**src/adcc_map.svh**
```systemverilog
`ifndef ADCC_MAP_SVH
`define ADCC_MAP_SVH
`define ADCC_ADDR_CONTROL     8'hc5
`define ADCC_ADDR_RESULT_HIGH 8'hc3
`define ADCC_ADDR_RESULT_LOW  8'hc2
`define ADCC_BIT_DONE         7
`define ADCC_BIT_CONT         6
`define ADCC_BIT_IRQ_EN       5
`define ADCC_BIT_OVERRUN      4
`define ADCC_CONTROL_RESET    4'h0
`define ADCC_CONV_CYCLES      224
`define ADCC_SEL_DIFF_BASE    4'h8
`define ADCC_SEL_REFERENCE    4'hc
`endif

```
**src/adcc_pkg.sv**
```systemverilog
package adcc_pkg;
  typedef enum logic [1:0] {ADCC_SRC_INPUT, ADCC_SRC_COMMON, ADCC_SRC_REF_POS, ADCC_SRC_REF_NEG} adcc_src_kind_t;
  typedef struct packed {
    adcc_src_kind_t kind;
    logic [2:0]     index;
  } adcc_src_t;
  typedef struct packed {
    adcc_src_t pos;
    adcc_src_t neg;
  } adcc_route_t;
  typedef struct packed {
    logic [11:0] code;
  } adcc_sample_t;
endpackage

```
**src/adcc_skid.sv**
```systemverilog
module adcc_skid
  import adcc_pkg::*;
#(
  parameter int WIDTH = 12
)(
  input  wire logic             mclk_i,
  input  wire logic             reset_i,
  input  wire logic             in_valid_i,
  output logic                  in_ready_o,
  input  wire logic [WIDTH-1:0] in_data_i,
  output logic                  out_valid_o,
  input  wire logic             out_ready_i,
  output logic      [WIDTH-1:0] out_data_o
);
  logic [WIDTH-1:0] slot [2];
  logic [WIDTH-1:0] next_slot [2];
  logic [1:0]       count;
  logic [1:0]       next_count;
  logic             push;
  logic             pop;

  assign in_ready_o  = (count != 2'h2);
  assign out_valid_o = (count != 2'h0);
  assign out_data_o  = slot[0];
  assign push        = in_valid_i && in_ready_o;
  assign pop         = out_valid_o && out_ready_i;

  always_comb
  begin
    next_slot  = slot;
    next_count = count;
    if (pop)
    begin
      next_slot[0] = slot[1];
    end
    if (push)
    begin
      next_slot[(pop ? count - 2'h1 : count) == 2'h0 ? 0 : 1] = in_data_i;
    end
    next_count = count + {1'b0, push} - {1'b0, pop};
  end

  always_ff @(posedge mclk_i or posedge reset_i)
  begin
    if (reset_i)
    begin
      slot[0] <= '0;
      slot[1] <= '0;
      count   <= 2'h0;
    end
    else
    begin
      slot  <= next_slot;
      count <= next_count;
    end
  end
endmodule

```
**src/adcc_top.sv**
```systemverilog
`include "adcc_map.svh"
module adcc_top
  import adcc_pkg::*;
#(
  parameter int CONV_CYCLES = `ADCC_CONV_CYCLES
)(
  input  wire logic        mclk_i,
  input  wire logic        reset_i,
  input  wire logic [7:0]  sfr_addr_i,
  input  wire logic        sfr_wr_i,
  input  wire logic [7:0]  sfr_wdata_i,
  input  wire logic        sfr_rd_i,
  output logic      [7:0]  sfr_rdata_o,
  output logic             irq3_o,
  output adcc_route_t      route_o,
  output logic             sample_start_o,
  input  wire logic        sample_valid_i,
  output logic             sample_ready_o,
  input  wire logic [11:0] sample_code_i,
  output logic             converting_o
);
  // ----------------------------------------------------------------
  // state
  // ----------------------------------------------------------------
  typedef enum logic [0:0] {ST_IDLE, ST_CONV} adcc_state_t;

  localparam int CW = $clog2(CONV_CYCLES + 1);

  adcc_state_t  state;
  adcc_state_t  next_state;
  logic [CW-1:0] cycle;
  logic [CW-1:0] next_cycle;
  logic         conv_done_flag;
  logic         next_conv_done_flag;
  logic         overrun_flag;
  logic         next_overrun_flag;
  logic         continuous_mode_bit;
  logic         next_continuous_mode_bit;
  logic         done_irq_enable;
  logic         next_done_irq_enable;
  logic [3:0]   input_select;
  logic [3:0]   next_input_select;
  logic [11:0]  result;
  logic [11:0]  next_result;
  logic         irq_pulse;
  logic         next_irq_pulse;
  logic         start_pulse;
  logic         next_start_pulse;
  adcc_route_t  route;
  adcc_route_t  next_route;
  logic         ctrl_write;
  logic         high_read;
  logic         conv_end;
  logic         buf_valid;
  logic [11:0]  buf_code;

  assign ctrl_write = sfr_wr_i && (sfr_addr_i == `ADCC_ADDR_CONTROL);
  assign high_read  = sfr_rd_i && (sfr_addr_i == `ADCC_ADDR_RESULT_HIGH);

  // ----------------------------------------------------------------
  // result buffer from the front end
  // ----------------------------------------------------------------
  // converter code is held until the conversion window closes, so a fast
  // front end never drops a word; the buffer stalls it instead
  adcc_skid #(
    .WIDTH (12)
  ) u_skid (
    .mclk_i      (mclk_i),
    .reset_i     (reset_i),
    .in_valid_i  (sample_valid_i),
    .in_ready_o  (sample_ready_o),
    .in_data_i   (sample_code_i),
    .out_valid_o (buf_valid),
    .out_ready_i (conv_end),
    .out_data_o  (buf_code)
  );

  assign conv_end = (state == ST_CONV) && (cycle == CW'(CONV_CYCLES - 1)) && buf_valid;

  // ----------------------------------------------------------------
  // input routing
  // ----------------------------------------------------------------
  always_comb
  begin
    next_route = route;
    if (!input_select[3])
    begin
      next_route.pos = '{ADCC_SRC_INPUT, input_select[2:0]};
      next_route.neg = '{ADCC_SRC_COMMON, 3'h0};
    end
    else if (input_select < `ADCC_SEL_REFERENCE)
    begin
      next_route.pos = '{ADCC_SRC_INPUT, {input_select[1:0], 1'b1}};
      next_route.neg = '{ADCC_SRC_INPUT, {input_select[1:0], 1'b0}};
    end
    else
    begin
      // codes above 12 are undefined; treated as the reference pair
      next_route.pos = '{ADCC_SRC_REF_POS, 3'h0};
      next_route.neg = '{ADCC_SRC_REF_NEG, 3'h0};
    end
  end

  // registered so the multiplexer settles one cycle after a select change
  always_ff @(posedge mclk_i or posedge reset_i)
  begin
    if (reset_i)
    begin
      route <= '0;
    end
    else
    begin
      route <= next_route;
    end
  end

  // ----------------------------------------------------------------
  // control fields
  // ----------------------------------------------------------------
  always_comb
  begin
    next_continuous_mode_bit = continuous_mode_bit;
    next_done_irq_enable     = done_irq_enable;
    next_input_select        = input_select;

    if (ctrl_write)
    begin
      next_continuous_mode_bit = sfr_wdata_i[`ADCC_BIT_CONT];
      next_done_irq_enable     = sfr_wdata_i[`ADCC_BIT_IRQ_EN];
      next_input_select        = sfr_wdata_i[3:0];
    end
  end

  always_ff @(posedge mclk_i or posedge reset_i)
  begin
    if (reset_i)
    begin
      continuous_mode_bit <= 1'b0;
      done_irq_enable     <= 1'b0;
      input_select        <= `ADCC_CONTROL_RESET;
    end
    else
    begin
      continuous_mode_bit <= next_continuous_mode_bit;
      done_irq_enable     <= next_done_irq_enable;
      input_select        <= next_input_select;
    end
  end

  // ----------------------------------------------------------------
  // conversion sequencer
  // ----------------------------------------------------------------
  // a write always wins the state and count, but a window end in the same
  // cycle still loads the old result, sets the done flag and pulses irq3_o when done_irq_enable is set
  always_comb
  begin
    next_state       = state;
    next_cycle       = cycle;
    next_start_pulse = 1'b0;

    // count the window
    // holding at the last count keeps the window shut until the front end
    // delivers; a late sample stretches the conversion instead of losing it
    if (state == ST_CONV && cycle != CW'(CONV_CYCLES - 1))
    begin
      next_cycle = cycle + CW'(1);
    end

    if (conv_end)
    begin
      if (continuous_mode_bit)
      begin
        next_cycle       = '0;
        next_start_pulse = 1'b1;
      end
      else
      begin
        next_state = ST_IDLE;
      end
    end

    if (ctrl_write)
    begin
      next_state       = ST_CONV;
      next_cycle       = '0;
      next_start_pulse = 1'b1;
    end
  end

  always_ff @(posedge mclk_i or posedge reset_i)
  begin
    if (reset_i)
    begin
      state       <= ST_IDLE;
      cycle       <= '0;
      start_pulse <= 1'b0;
    end
    else
    begin
      state       <= next_state;
      cycle       <= next_cycle;
      start_pulse <= next_start_pulse;
    end
  end

  // ----------------------------------------------------------------
  // flags and result
  // ----------------------------------------------------------------
  always_comb
  begin
    next_conv_done_flag = conv_done_flag;
    next_overrun_flag   = overrun_flag;
    next_result         = result;
    next_irq_pulse      = 1'b0;

    if (high_read)
    begin
      next_conv_done_flag = 1'b0;
      next_overrun_flag   = 1'b0;
    end

    // an end in the cycle of a high read loses nothing: the fresh result
    // is never reported as already read
    if (conv_end)
    begin
      // code kept as two's complement, newest wins
      next_result = buf_code;
      if (conv_done_flag)
      begin
        next_overrun_flag = 1'b1;
      end
      next_conv_done_flag = 1'b1;
      next_irq_pulse = done_irq_enable;
    end
  end

  always_ff @(posedge mclk_i or posedge reset_i)
  begin
    if (reset_i)
    begin
      conv_done_flag <= 1'b0;
      overrun_flag   <= 1'b0;
      result         <= '0;
      irq_pulse      <= 1'b0;
    end
    else
    begin
      conv_done_flag <= next_conv_done_flag;
      overrun_flag   <= next_overrun_flag;
      result         <= next_result;
      irq_pulse      <= next_irq_pulse;
    end
  end

  // ----------------------------------------------------------------
  // register read
  // ----------------------------------------------------------------
  always_comb
  begin
    // read data follows the address with no strobe, so only the high
    // byte strobe has a side effect
    unique case (sfr_addr_i)
      `ADCC_ADDR_CONTROL:
        sfr_rdata_o = {conv_done_flag, continuous_mode_bit, done_irq_enable, overrun_flag, input_select};
      `ADCC_ADDR_RESULT_HIGH:
        sfr_rdata_o = result[11:4];
      `ADCC_ADDR_RESULT_LOW:
        sfr_rdata_o = {result[3:0], 4'h0};
      default:
        sfr_rdata_o = 8'h00;
    endcase
  end

  // ----------------------------------------------------------------
  // outputs
  // ----------------------------------------------------------------
  assign irq3_o         = irq_pulse;
  assign route_o        = route;
  assign sample_start_o = start_pulse;
  assign converting_o   = (state == ST_CONV);
endmodule

```
**config.mk**
```make
export PLATFORM = sky130hd
export DESIGN_NAME = adcc_top
export DESIGN_NICKNAME = d
export VERILOG_FILES = /design/src/adcc_pkg.sv /design/src/adcc_skid.sv /design/src/adcc_top.sv
export VERILOG_INCLUDE_DIRS = /design/src /design/src/src
export SDC_FILE = /design/constraint.sdc
export NUM_CORES = 1
export LEC_CHECK = 0
export BUFFER_PORTS_ARGS = -buffer_cell sky130_fd_sc_hd__buf_2
export CORE_MARGIN = 3
export CORE_UTILIZATION = 59
export CTS_BUF_LIST = sky130_fd_sc_hd__clkbuf_16
export DETAILED_ROUTE_END_ITERATION = 12
export GPL_TIMING_DRIVEN = 0
export HOLD_SLACK_MARGIN = 0.08
export PLACE_DENSITY = 0.83
export SYNTH_ARGS = -nofsm -noshare
export SYNTH_HDL_FRONTEND = slang
export SYNTH_SLANG_ARGS = --single-unit
```
**constraint.sdc**
```tcl
create_clock -name mclk_i -period 9.5 [get_ports mclk_i]
set_input_delay 0.95 -clock mclk_i [delete_from_list [all_inputs] [get_ports mclk_i]]
set_output_delay 0.95 -clock mclk_i [all_outputs]
set_load 0.02 [all_outputs]
```
==> Word level (Yosys, flattened, before mapping) <==
Index checks and enable logic that the tools add are counted.
{ "op_classes": {"addsub": 4, "n_lt_le_gt_ge": 3, "eq_ne": 7, "mux": 26, "bitwise_logic": 1, "reduce_logical": 13} }
{ "op_table": {"columns": ["operator", "n"], "rows": [
  ["$eq 8x8->1 const B", 4],
  ["$ge 32x2->1 const B", 1],
  ["$lt 32x1->1 const B", 1],
  ["$mux 8", 4],
  ["$not 32->32", 1],
  ["$bwmux 24", 1],
  ["$mux 12", 2],
  ["$mux 24", 1],
  ["$pmux 8 s3", 1],
  ["$mux 10", 2],
  ["$mux 1", 13],
  ["$demux 12 s1", 1],
  ["$add 8x1->8 const B", 1],
  ["$logic_and 1x1->1", 8],
  ["$ne 8x8->1 const B", 1],
  ["$reduce_bool 2->1", 3],
  ["$lt 4x4->1 const B", 1],
  ["$add 2x1->2", 1],
  ["$logic_not 2->1", 1],
  ["$mux 2", 1],
  ["$ne 2x1->1 const B", 1],
  ["$ne 2x2->1 const B", 1],
  ["$reduce_and 2->1", 1],
  ["$sub 2x1->2", 1],
  ["$sub 2x1->2 const B", 1]
]} }
{ "word_totals": {"register_bits": 67, "output_inout_bits": 22, "wordCells": 71} }

==> Longest topological paths before layout <==
Gate-level depths: netlist (run 1).
{ "depth": {"ltp_word": 14, "depth_mapped": 13, "depth_no_buf": 10} }

==> By module <==
A second synthesis (run 1) with hierarchy kept.
{ "hier_totals": {"hier_cells": 250, "area_unflattened_um2": 3160.5} }
{ "modules_own_cells": {"columns": ["mod", "instances", "cells_per_inst", "area_each_um2"], "rows": [
  ["adcc_top", 1, 154, 1824.2],
  ["adcc_skid", 1, 96, 1336.3]
]} }

==> Worst setup path before layout (run 1) <==
No wires, ideal clock.
{ "synth_timing": {"path_type": "input to output", "startpoint": "input port sfr_addr_i[3]", "endpoint": "output port sfr_rdata_o[4]", "arrival_time_ns": 2.374, "path_slack_ns": 6.176, "path_stages": 4, "n_path_buf": 0, "cell_sequence": "or4b_4 > nor4_2 > a222oi_1 > inv_1"} }
{ "synth_between": {"elab_chain_len": 2, "word_cells_on_any_way": 4} }
{ "synth_rtl": {"columns": ["element", "line_no", "source"], "rows": [
  ["from (decl)", "adcc_top.sv:9", "input wire logic [7:0] sfr_addr_i,"],
  ["$eq 8x8->1", "adcc_top.sv:262", "unique case (sfr_addr_i)"],
  ["$pmux 8 s3 (*)", "adcc_top.sv:262", null],
  ["to (decl)", "adcc_top.sv:13", "output logic [7:0] sfr_rdata_o,"]
]} }
Mark *: on every way between the ends. The rest lies on a longest branch, timed or not.

==> flow_summary.ini, run 1 <==
[detailed_routing]
wire_per_inst_um = 15.7
wl_um = 5950
drt_iter0_markers = 91
route.detailed.drc = 0
via_per_inst = 5.40
first_pass_iters = 4
postRouteAntennaNets = 0
dr_total_vias = 2046

[pwr]
p_switching_uw = 261
p_leak_nw = 1.89
p_per_area_mw_per_mm2 = 259
power_frac_seq_pct = 42.4
p_clk_share_pct = 32.7
ir_drop_uv = 182
sw_frac_of_total_pct = 27.6
intPower_uw = 685
comb_power_share_pct = 24.9

[sta]
worstMarginPinSlew_ns = 0.715
period_needed_ns = 3.66
hold_viol = 0
fin_crit_sh_pct = 38.5
fmax_mhz = 273
skew_ns = 0.00749
maxSlewViolCount = 0
slew_headroom_pct = 51.9
setup_violations = 0
setup_tns_ns = 0
rsz0062_at_grt = false

[yosys]
synth_top_area_share_pct = 53.2
seq_area_frac_synth_pct = 53.2
synth_edf_count = 0
ys_types = 46
avgSynthCellArea_sq_um = 12.3
synth_warnings = 0
netlist_area_sq_mm = 0.00301
dominantRegCellSynth = dfrtp_1
ys_async_sr_fraction_pct = 100
syn_inst = 245
synthTopCellsByArea = dfrtp_1 (53%), mux2_4 (8.0%), mux2_2 (7.5%)
synth_top_area_cell = dfrtp_1
ys_ff_latch = 64

[global_routing]
grtUsageTotal_pct = 21.6
grt_pass1_vias = 2055
overflow = 0
grt_pass1_wl_um = 9850
antenna_found_initial = 0
grt_max_degree = 41

[setup_path]
cp_max_fo = 10
ff2ff_setup_slack_ns = 5.84
r2r_start = u_skid.count[1]
crit_path_cell_trace = inv_1 -> ha_1 -> nand4b_1 -> or3_1 -> buf_6 -> clkinv_4 -> clkbuf_1 -> ha_1 -> a311o_1 -> a311oi_2 -> buf_4 -> mux2_2
crit_arrival_ns = 3.87
cp_data_required_time_ns = 9.71
critPathKind = flop to flop
startpoint_type = flop
path_common_cell = ha_1
slowest_delay_ns = 0.39
crit_slowest_cell = ha_1
cp-end-kind = flop
ff2ff_path_depth = 12

[placed_design]
io_buffers = 50
place_hpwl_um = 3920
gp_routability_congestion = 0.764

[clock_tree]
cts_buffer_depth = 2
cts.reportedPaths.clkPinSlew_ns = 0.05
clk_latency_ns = 0.33
cts_tree = yes
cts_inserted_buffers = 9
clkSinkCount = 64
ctsResizeCount = 0
cts_root_buffer = clkbuf_16
cts_hold_buf = 0
cts_htree_levels = 3
post_cts_buffers = 0

[floorplan]
die-area_sq_mm = 0.00600
die_w_um = 77.4
io_pins = 55
die_y_um = 77.4
rows = 25
coreArea_sq_mm = 0.00482
start_util_pct = 62.5

[job]
cap_viol_max_count = 0

[hold_path]
worstHoldPathCells = 2
hold_start = result[3]
min_to = result[3]
hold_path.class = flop to flop

[layout]
layout.nets = 346
diodes = 0
syn_to_final_growth_pct = 21.2
final_util_pct = 75.7
drive_above_1_share_pct = 38.5

[run_status]
outcome = finished clean
worst max-delay path, delay by kind of cell, from the launching register on:
family / cells / cell delay [ns]
and+or+nand+nor: 2 / 0.57
AOI/OAI and AO/OA: 2 / 0.67
DFF: 1 / 0.38
adders and majority gates: 2 / 0.58
buffers and inverters: 5 / 1.00
muxes: 1 / 0.35
routing by layer:
layer / share of wire, % / GRT usage, % / vias to the layer above / wire length (um)
met5: 0 / 0 / - / 0
met4: 1.1 / 8.36 / 0 / 66
met3: 5.6 / 9.28 / 9 / 332
met2: 51 / 35.2 / 60 / 3020
met1: 43 / 25.1 / 1002 / 2530
li1: - / - / 975 / -
layout by cell type (no fill, tap or decap), types with 2 or more instances in the layout:
cell type  count
xnor2_1        2
xor2_1         5
buf_6          3
nand3_1        3
nor4_1         2
clkbuf_16      9
o211ai_1       2
a22o_2         4
ha_1           5
and2_1         5
mux2i_1        2
inv_1         15
nand2_1       40
conb_1         2
nand2b_1       2
buf_2         51
clkbuf_1       3
a211oi_1       2
a222oi_1       4
buf_4          4
a21o_1         3
nor2_1        10
mux2_4        16
dfrtp_1       64
mux2_2        20
mux2_1         6
a22o_1         2
power by group through the flow:
stage	sequential (mW)	clock (mW)	combinational, mW
2_1_floorplan	0.388	0	0.195
3_3_place_gp	0.397	0	0.223
3_5_place_dp	0.402	0	0.236
4_1_cts	0.400	0.313	0.239
5_1_grt	0.408	0.328	0.262
6_report	0.401	0.310	0.236
per-stage QoR:
stage               area (sq um)  setup WS, ns  power [mW]  instances  hold WS (ns)
floorplan                   3010          6.18       0.583        246         0.433
global placement            3350          5.82       0.620        363         0.453
detailed placement          3370          5.81       0.637        364         0.456
CTS                         3650          5.83       0.952        379         0.478
global route                3650          5.63       0.999        379         0.496
finish                      3650          5.84       0.946        379         0.478
worst max path at each step:
stage,from,to,slack (ns),cells past startpoint
floorplan,sfr_addr_i[3],sfr_rdata_o[4],6.18,4
global placement,sfr_addr_i[3],sfr_rdata_o[5],5.82,6
detailed placement,sfr_addr_i[3],sfr_rdata_o[5],5.81,6
CTS,sfr_addr_i[3],sfr_rdata_o[6],5.83,6
global route,u_skid.count[1],flop,5.63,12
finish,u_skid.count[1],flop,5.84,12
cell families (layout without fill, tap and decap cells):
group / count (synthesis) / in the layout / share of synthesized area, %
compound gates: 23 / 23 / 6.65
xor+xnor: 7 / 7 / 2.04
fa+ha+maj: 5 / 5 / 2.08
buf+inv: 26 / 92 / 4.70
flops: 64 / 64 / 53.2
mux: 44 / 44 / 18.4
other cells: 1 / 2 / 0.125
simple gates: 75 / 75 / 12.8
area by class of cell:
type	instances	area, sq um
Clock inverter	6	53.8
Sequential cell	64	1600
Timing Repair Buffer	51	270
Inverter	15	61.3
Multi-Input combinational cell	156	1270
Clock buffer	9	225
Tap cell	67	83.8
Fill cell	320	1170
Buffer	11	80.1
Yosys cell counts (2+ instances only):
cell type   n
nor2_1     10
xnor2_1     2
buf_4       4
nand2b_1    2
inv_1      14
o211ai_1    2
and2_1      5
mux2_2     20
ha_1        5
mux2_1      6
a22o_1      2
a21o_1      3
a211oi_1    2
nand2_1    40
nor4_1      2
clkbuf_1    3
mux2i_1     2
xor2_1      5
buf_6       3
mux2_4     16
a22o_2      4
a222oi_1    4
dfrtp_1    64
nand3_1     3
Note: power is estimated with default switching activity, not from simulation.
==> run 2, diff against run 1 <==
--- a/config.mk
+++ b/config.mk
@@ -6,14 +6,15 @@
 export SDC_FILE = /design/constraint.sdc
 export NUM_CORES = 1
 export LEC_CHECK = 0
+export ABC_AREA = 1
 export BUFFER_PORTS_ARGS = -buffer_cell sky130_fd_sc_hd__buf_2
 export CORE_MARGIN = 3
-export CORE_UTILIZATION = 59
+export CORE_UTILIZATION = 56
 export CTS_BUF_LIST = sky130_fd_sc_hd__clkbuf_16
 export DETAILED_ROUTE_END_ITERATION = 12
 export GPL_TIMING_DRIVEN = 0
 export HOLD_SLACK_MARGIN = 0.08
-export PLACE_DENSITY = 0.83
+export PLACE_DENSITY = 0.79
 export SYNTH_ARGS = -nofsm -noshare
 export SYNTH_HDL_FRONTEND = slang
 export SYNTH_SLANG_ARGS = --single-unit
==> constraint.sdc (replaced) <==
create_clock -name mclk_i -period 3.5 [get_ports mclk_i]
set_input_delay 0.35 -clock mclk_i [delete_from_list [all_inputs] [get_ports mclk_i]]
set_output_delay 0.35 -clock mclk_i [all_outputs]
set_load 0.02 [all_outputs]
==> run 2 against run 1 <==
Compared with the run above:
- clock-buffer cell count unchanged
- global-route usage rose by 1.3 points
- via count up 28%
- power grew to 3.0 times the previous value
- sequential power rose to 2.8 times the previous value
- sequential share of layout area down 1.2 points
- critical path depth shrank 1
- flip-flop and latch count is the same
- highest routed layer unchanged
- final cell count is 35% higher
==> flow_summary.ini, run 2 <==
[clock_tree]
cts_hold_buf = 0
clk_latency_ns = 0.33
cts_htree_levels = 3
ctsResizeCount = 0
cts_tree = yes
cts.reportedPaths.clkPinSlew_ns = 0.05
post_cts_buffers = 0
clkSinkCount = 64
cts_root_buffer = clkbuf_16
cts_inserted_buffers = 9
cts_buffer_depth = 2

[setup_path]
reg2reg_to = u_skid.count[1]
cp-end-kind = flop
crit_arrival_ns = 2.81
ff2ff_path_depth = 11
path_common_cell = ha_1
crit_buf_inv = 4
ff2ff_setup_slack_ns = 0.94
slowest_delay_ns = 0.48
startpoint_type = flop
crit_path_cell_trace = inv_1 -> ha_1 -> nor2_2 -> nand3_4 -> inv_2 -> buf_2 -> ha_1 -> inv_1 -> ha_1 -> xnor2_1 -> xor2_1
r2r_start = u_skid.count[1]
critPathKind = flop to flop
cp_data_required_time_ns = 3.75
critPathTopFamily = adder cells
crit_slowest_cell = dfrtp_1
startpoint = u_skid.count[1]
cp_max_fo = 10

[sta]
setup_tns_ns = 0
fmax_mhz = 391
period_needed_ns = 2.56
rsz0062_at_grt = false
setup_violations = 0
skew_ns = 0.00527
slew_headroom_pct = 54.9
hold_viol = 0
timing.final.ws_setup_ns = 0.940
worstMarginPinSlew_ns = 0.676
maxSlewViolCount = 0
fin_crit_sh_pct = 73.1

[layout]
drive_above_1_share_pct = 23.3
layout_common_cells = nand2_1 (157), dfrtp_1 (64), buf_2 (53), nand3_1 (25), inv_1 (21)
regArea_sq_mm = 0.00160
multi_input_area_sq_mm = 0.00130
layout.nets = 475
diodes = 0
syn_to_final_growth_pct = 20.0
nFillCells = 408
mostFrequentLayoutCell = nand2_1
fin_cells = 512

[global_routing]
grtUsageMet3_pct = 4.26
use_met2_pct = 36.3
grt_max_degree = 34
grt_pass1_vias = 2444
grtUsageMet1_pct = 30.2
grt.busiest_layer = met2
grtUsageTotal_pct = 22.9
overflow = 0
antenna_found_initial = 0
grt_pass1_wl_um = 11300

[yosys]
synth_top_area_share_pct = 51.3
synth-compound-area-share_pct = 4.33
synth_top_area_cell = dfrtp_1
yosysMostFrequentCell = nand2_1
syn_inst = 374
yosys.area_share.simple_pct = 33.6
synthTopCellsByArea = dfrtp_1 (51%), nand2_1 (19%), nand3_1 (4.0%)
synth_top_family_by_area = simple AND/OR/NAND/NOR gates
avgSynthCellArea_sq_um = 8.35
muxShareOfSynthArea_pct = 0
netlist_area_sq_mm = 0.00312
synth_edf_count = 0
seq_area_frac_synth_pct = 51.3
dominantRegCellSynth = dfrtp_1
ys_async_sr_fraction_pct = 100
synth_xor_area_share_pct = 1.40
synthAdderAreaFrac_pct = 2.00
ys_ff_latch = 64
synthTopCellsByCount = nand2_1 (157), dfrtp_1 (64), nand3_1 (25), inv_1 (22), nor2_1 (15)
synth_warnings = 0
ys_types = 34

[floorplan]
die_y_um = 80.7
die_w_um = 80.7
die-area_sq_mm = 0.00651
rows = 26
coreArea_sq_mm = 0.00524
start_util_pct = 59.6
io_pins = 55

[placed_design]
place_inst = 496
io_buffers = 50
place_hpwl_um = 4800
gp_routability_congestion = 0.844
place_ws_ns = 0.925

[run_status]
outcome = finished clean

[detailed_routing]
dr_total_vias = 2614
route.detailed.drc = 0
postRouteAntennaNets = 0
wl_um = 6640
drt_iter0_markers = 127
first_pass_iters = 4
via_per_inst = 5.11
wire_per_inst_um = 13.0

[pwr]
p_per_area_mw_per_mm2 = 755
ir_drop_uv = 431
p_leak_nw = 2.06

[job]
cap_viol_max_count = 0

[hold_path]
hold_path.class = input pin to asynchronous set/reset pin
## run 2: layout make-up
cell class,count,area share [%]
clock inverter,7,1.04
inverter,30,3.01
buffer,16,3.01
timing repair buffer,51,7.21
clock buffer,9,6.01
multi-input combinational,265,34.7
tap,70,2.34
sequential,64,42.7
## run 2: worst max path at each step
| stage | end | cells past startpoint | slack, ns |
|---|---|---|---|
| after floorplan | u_skid.count[1] | 11 | 1.21 |
| after global placement | asynchronous set/reset pin | 2 | 0.90 |
| after detailed placement | u_skid.count[1] | 11 | 0.93 |
| after CTS | u_skid.count[1] | 11 | 0.91 |
| after global routing | u_skid.count[1] | 11 | 0.76 |
| final | u_skid.count[1] | 11 | 0.94 |
## run 2: power by group
group	switching, mW	internal [mW]
Combinational	0.568	0.346
Clock	0.311	0.470
Sequential	0.154	0.978
Total	1.03	1.79
## run 2: kinds of logic after synthesis
kind of cell / Yosys count
simple gates: 230
flops: 64
buf+inv: 46
compound gates: 23
xor+xnor: 5
fa+ha+maj: 5
other cells: 1
## run 2: stage by stage
stage                     area (sq um)  hold slack (ns)  utilization [%]  power [mW]
after floorplan                   3130            0.433                -        1.83
after global placement            3460            0.441             66.1        2.00
after detailed placement          3480            0.448             66.5        2.04
after CTS                         3750            0.145             71.5        2.84
after global routing              3750            0.174             71.5        3.03
final                             3750            0.125             71.5        2.83
## run 2: layer usage
| layer | share of wire, % | up-vias | wire length [um] |
|---|---|---|---|
| met5 | 0 | - | 0 |
| met4 | 1.6 | 0 | 109 |
| met3 | 6.2 | 13 | 412 |
| met2 | 47 | 81 | 3090 |
| met1 | 46 | 1210 | 3030 |
| li1 | - | 1310 | - |
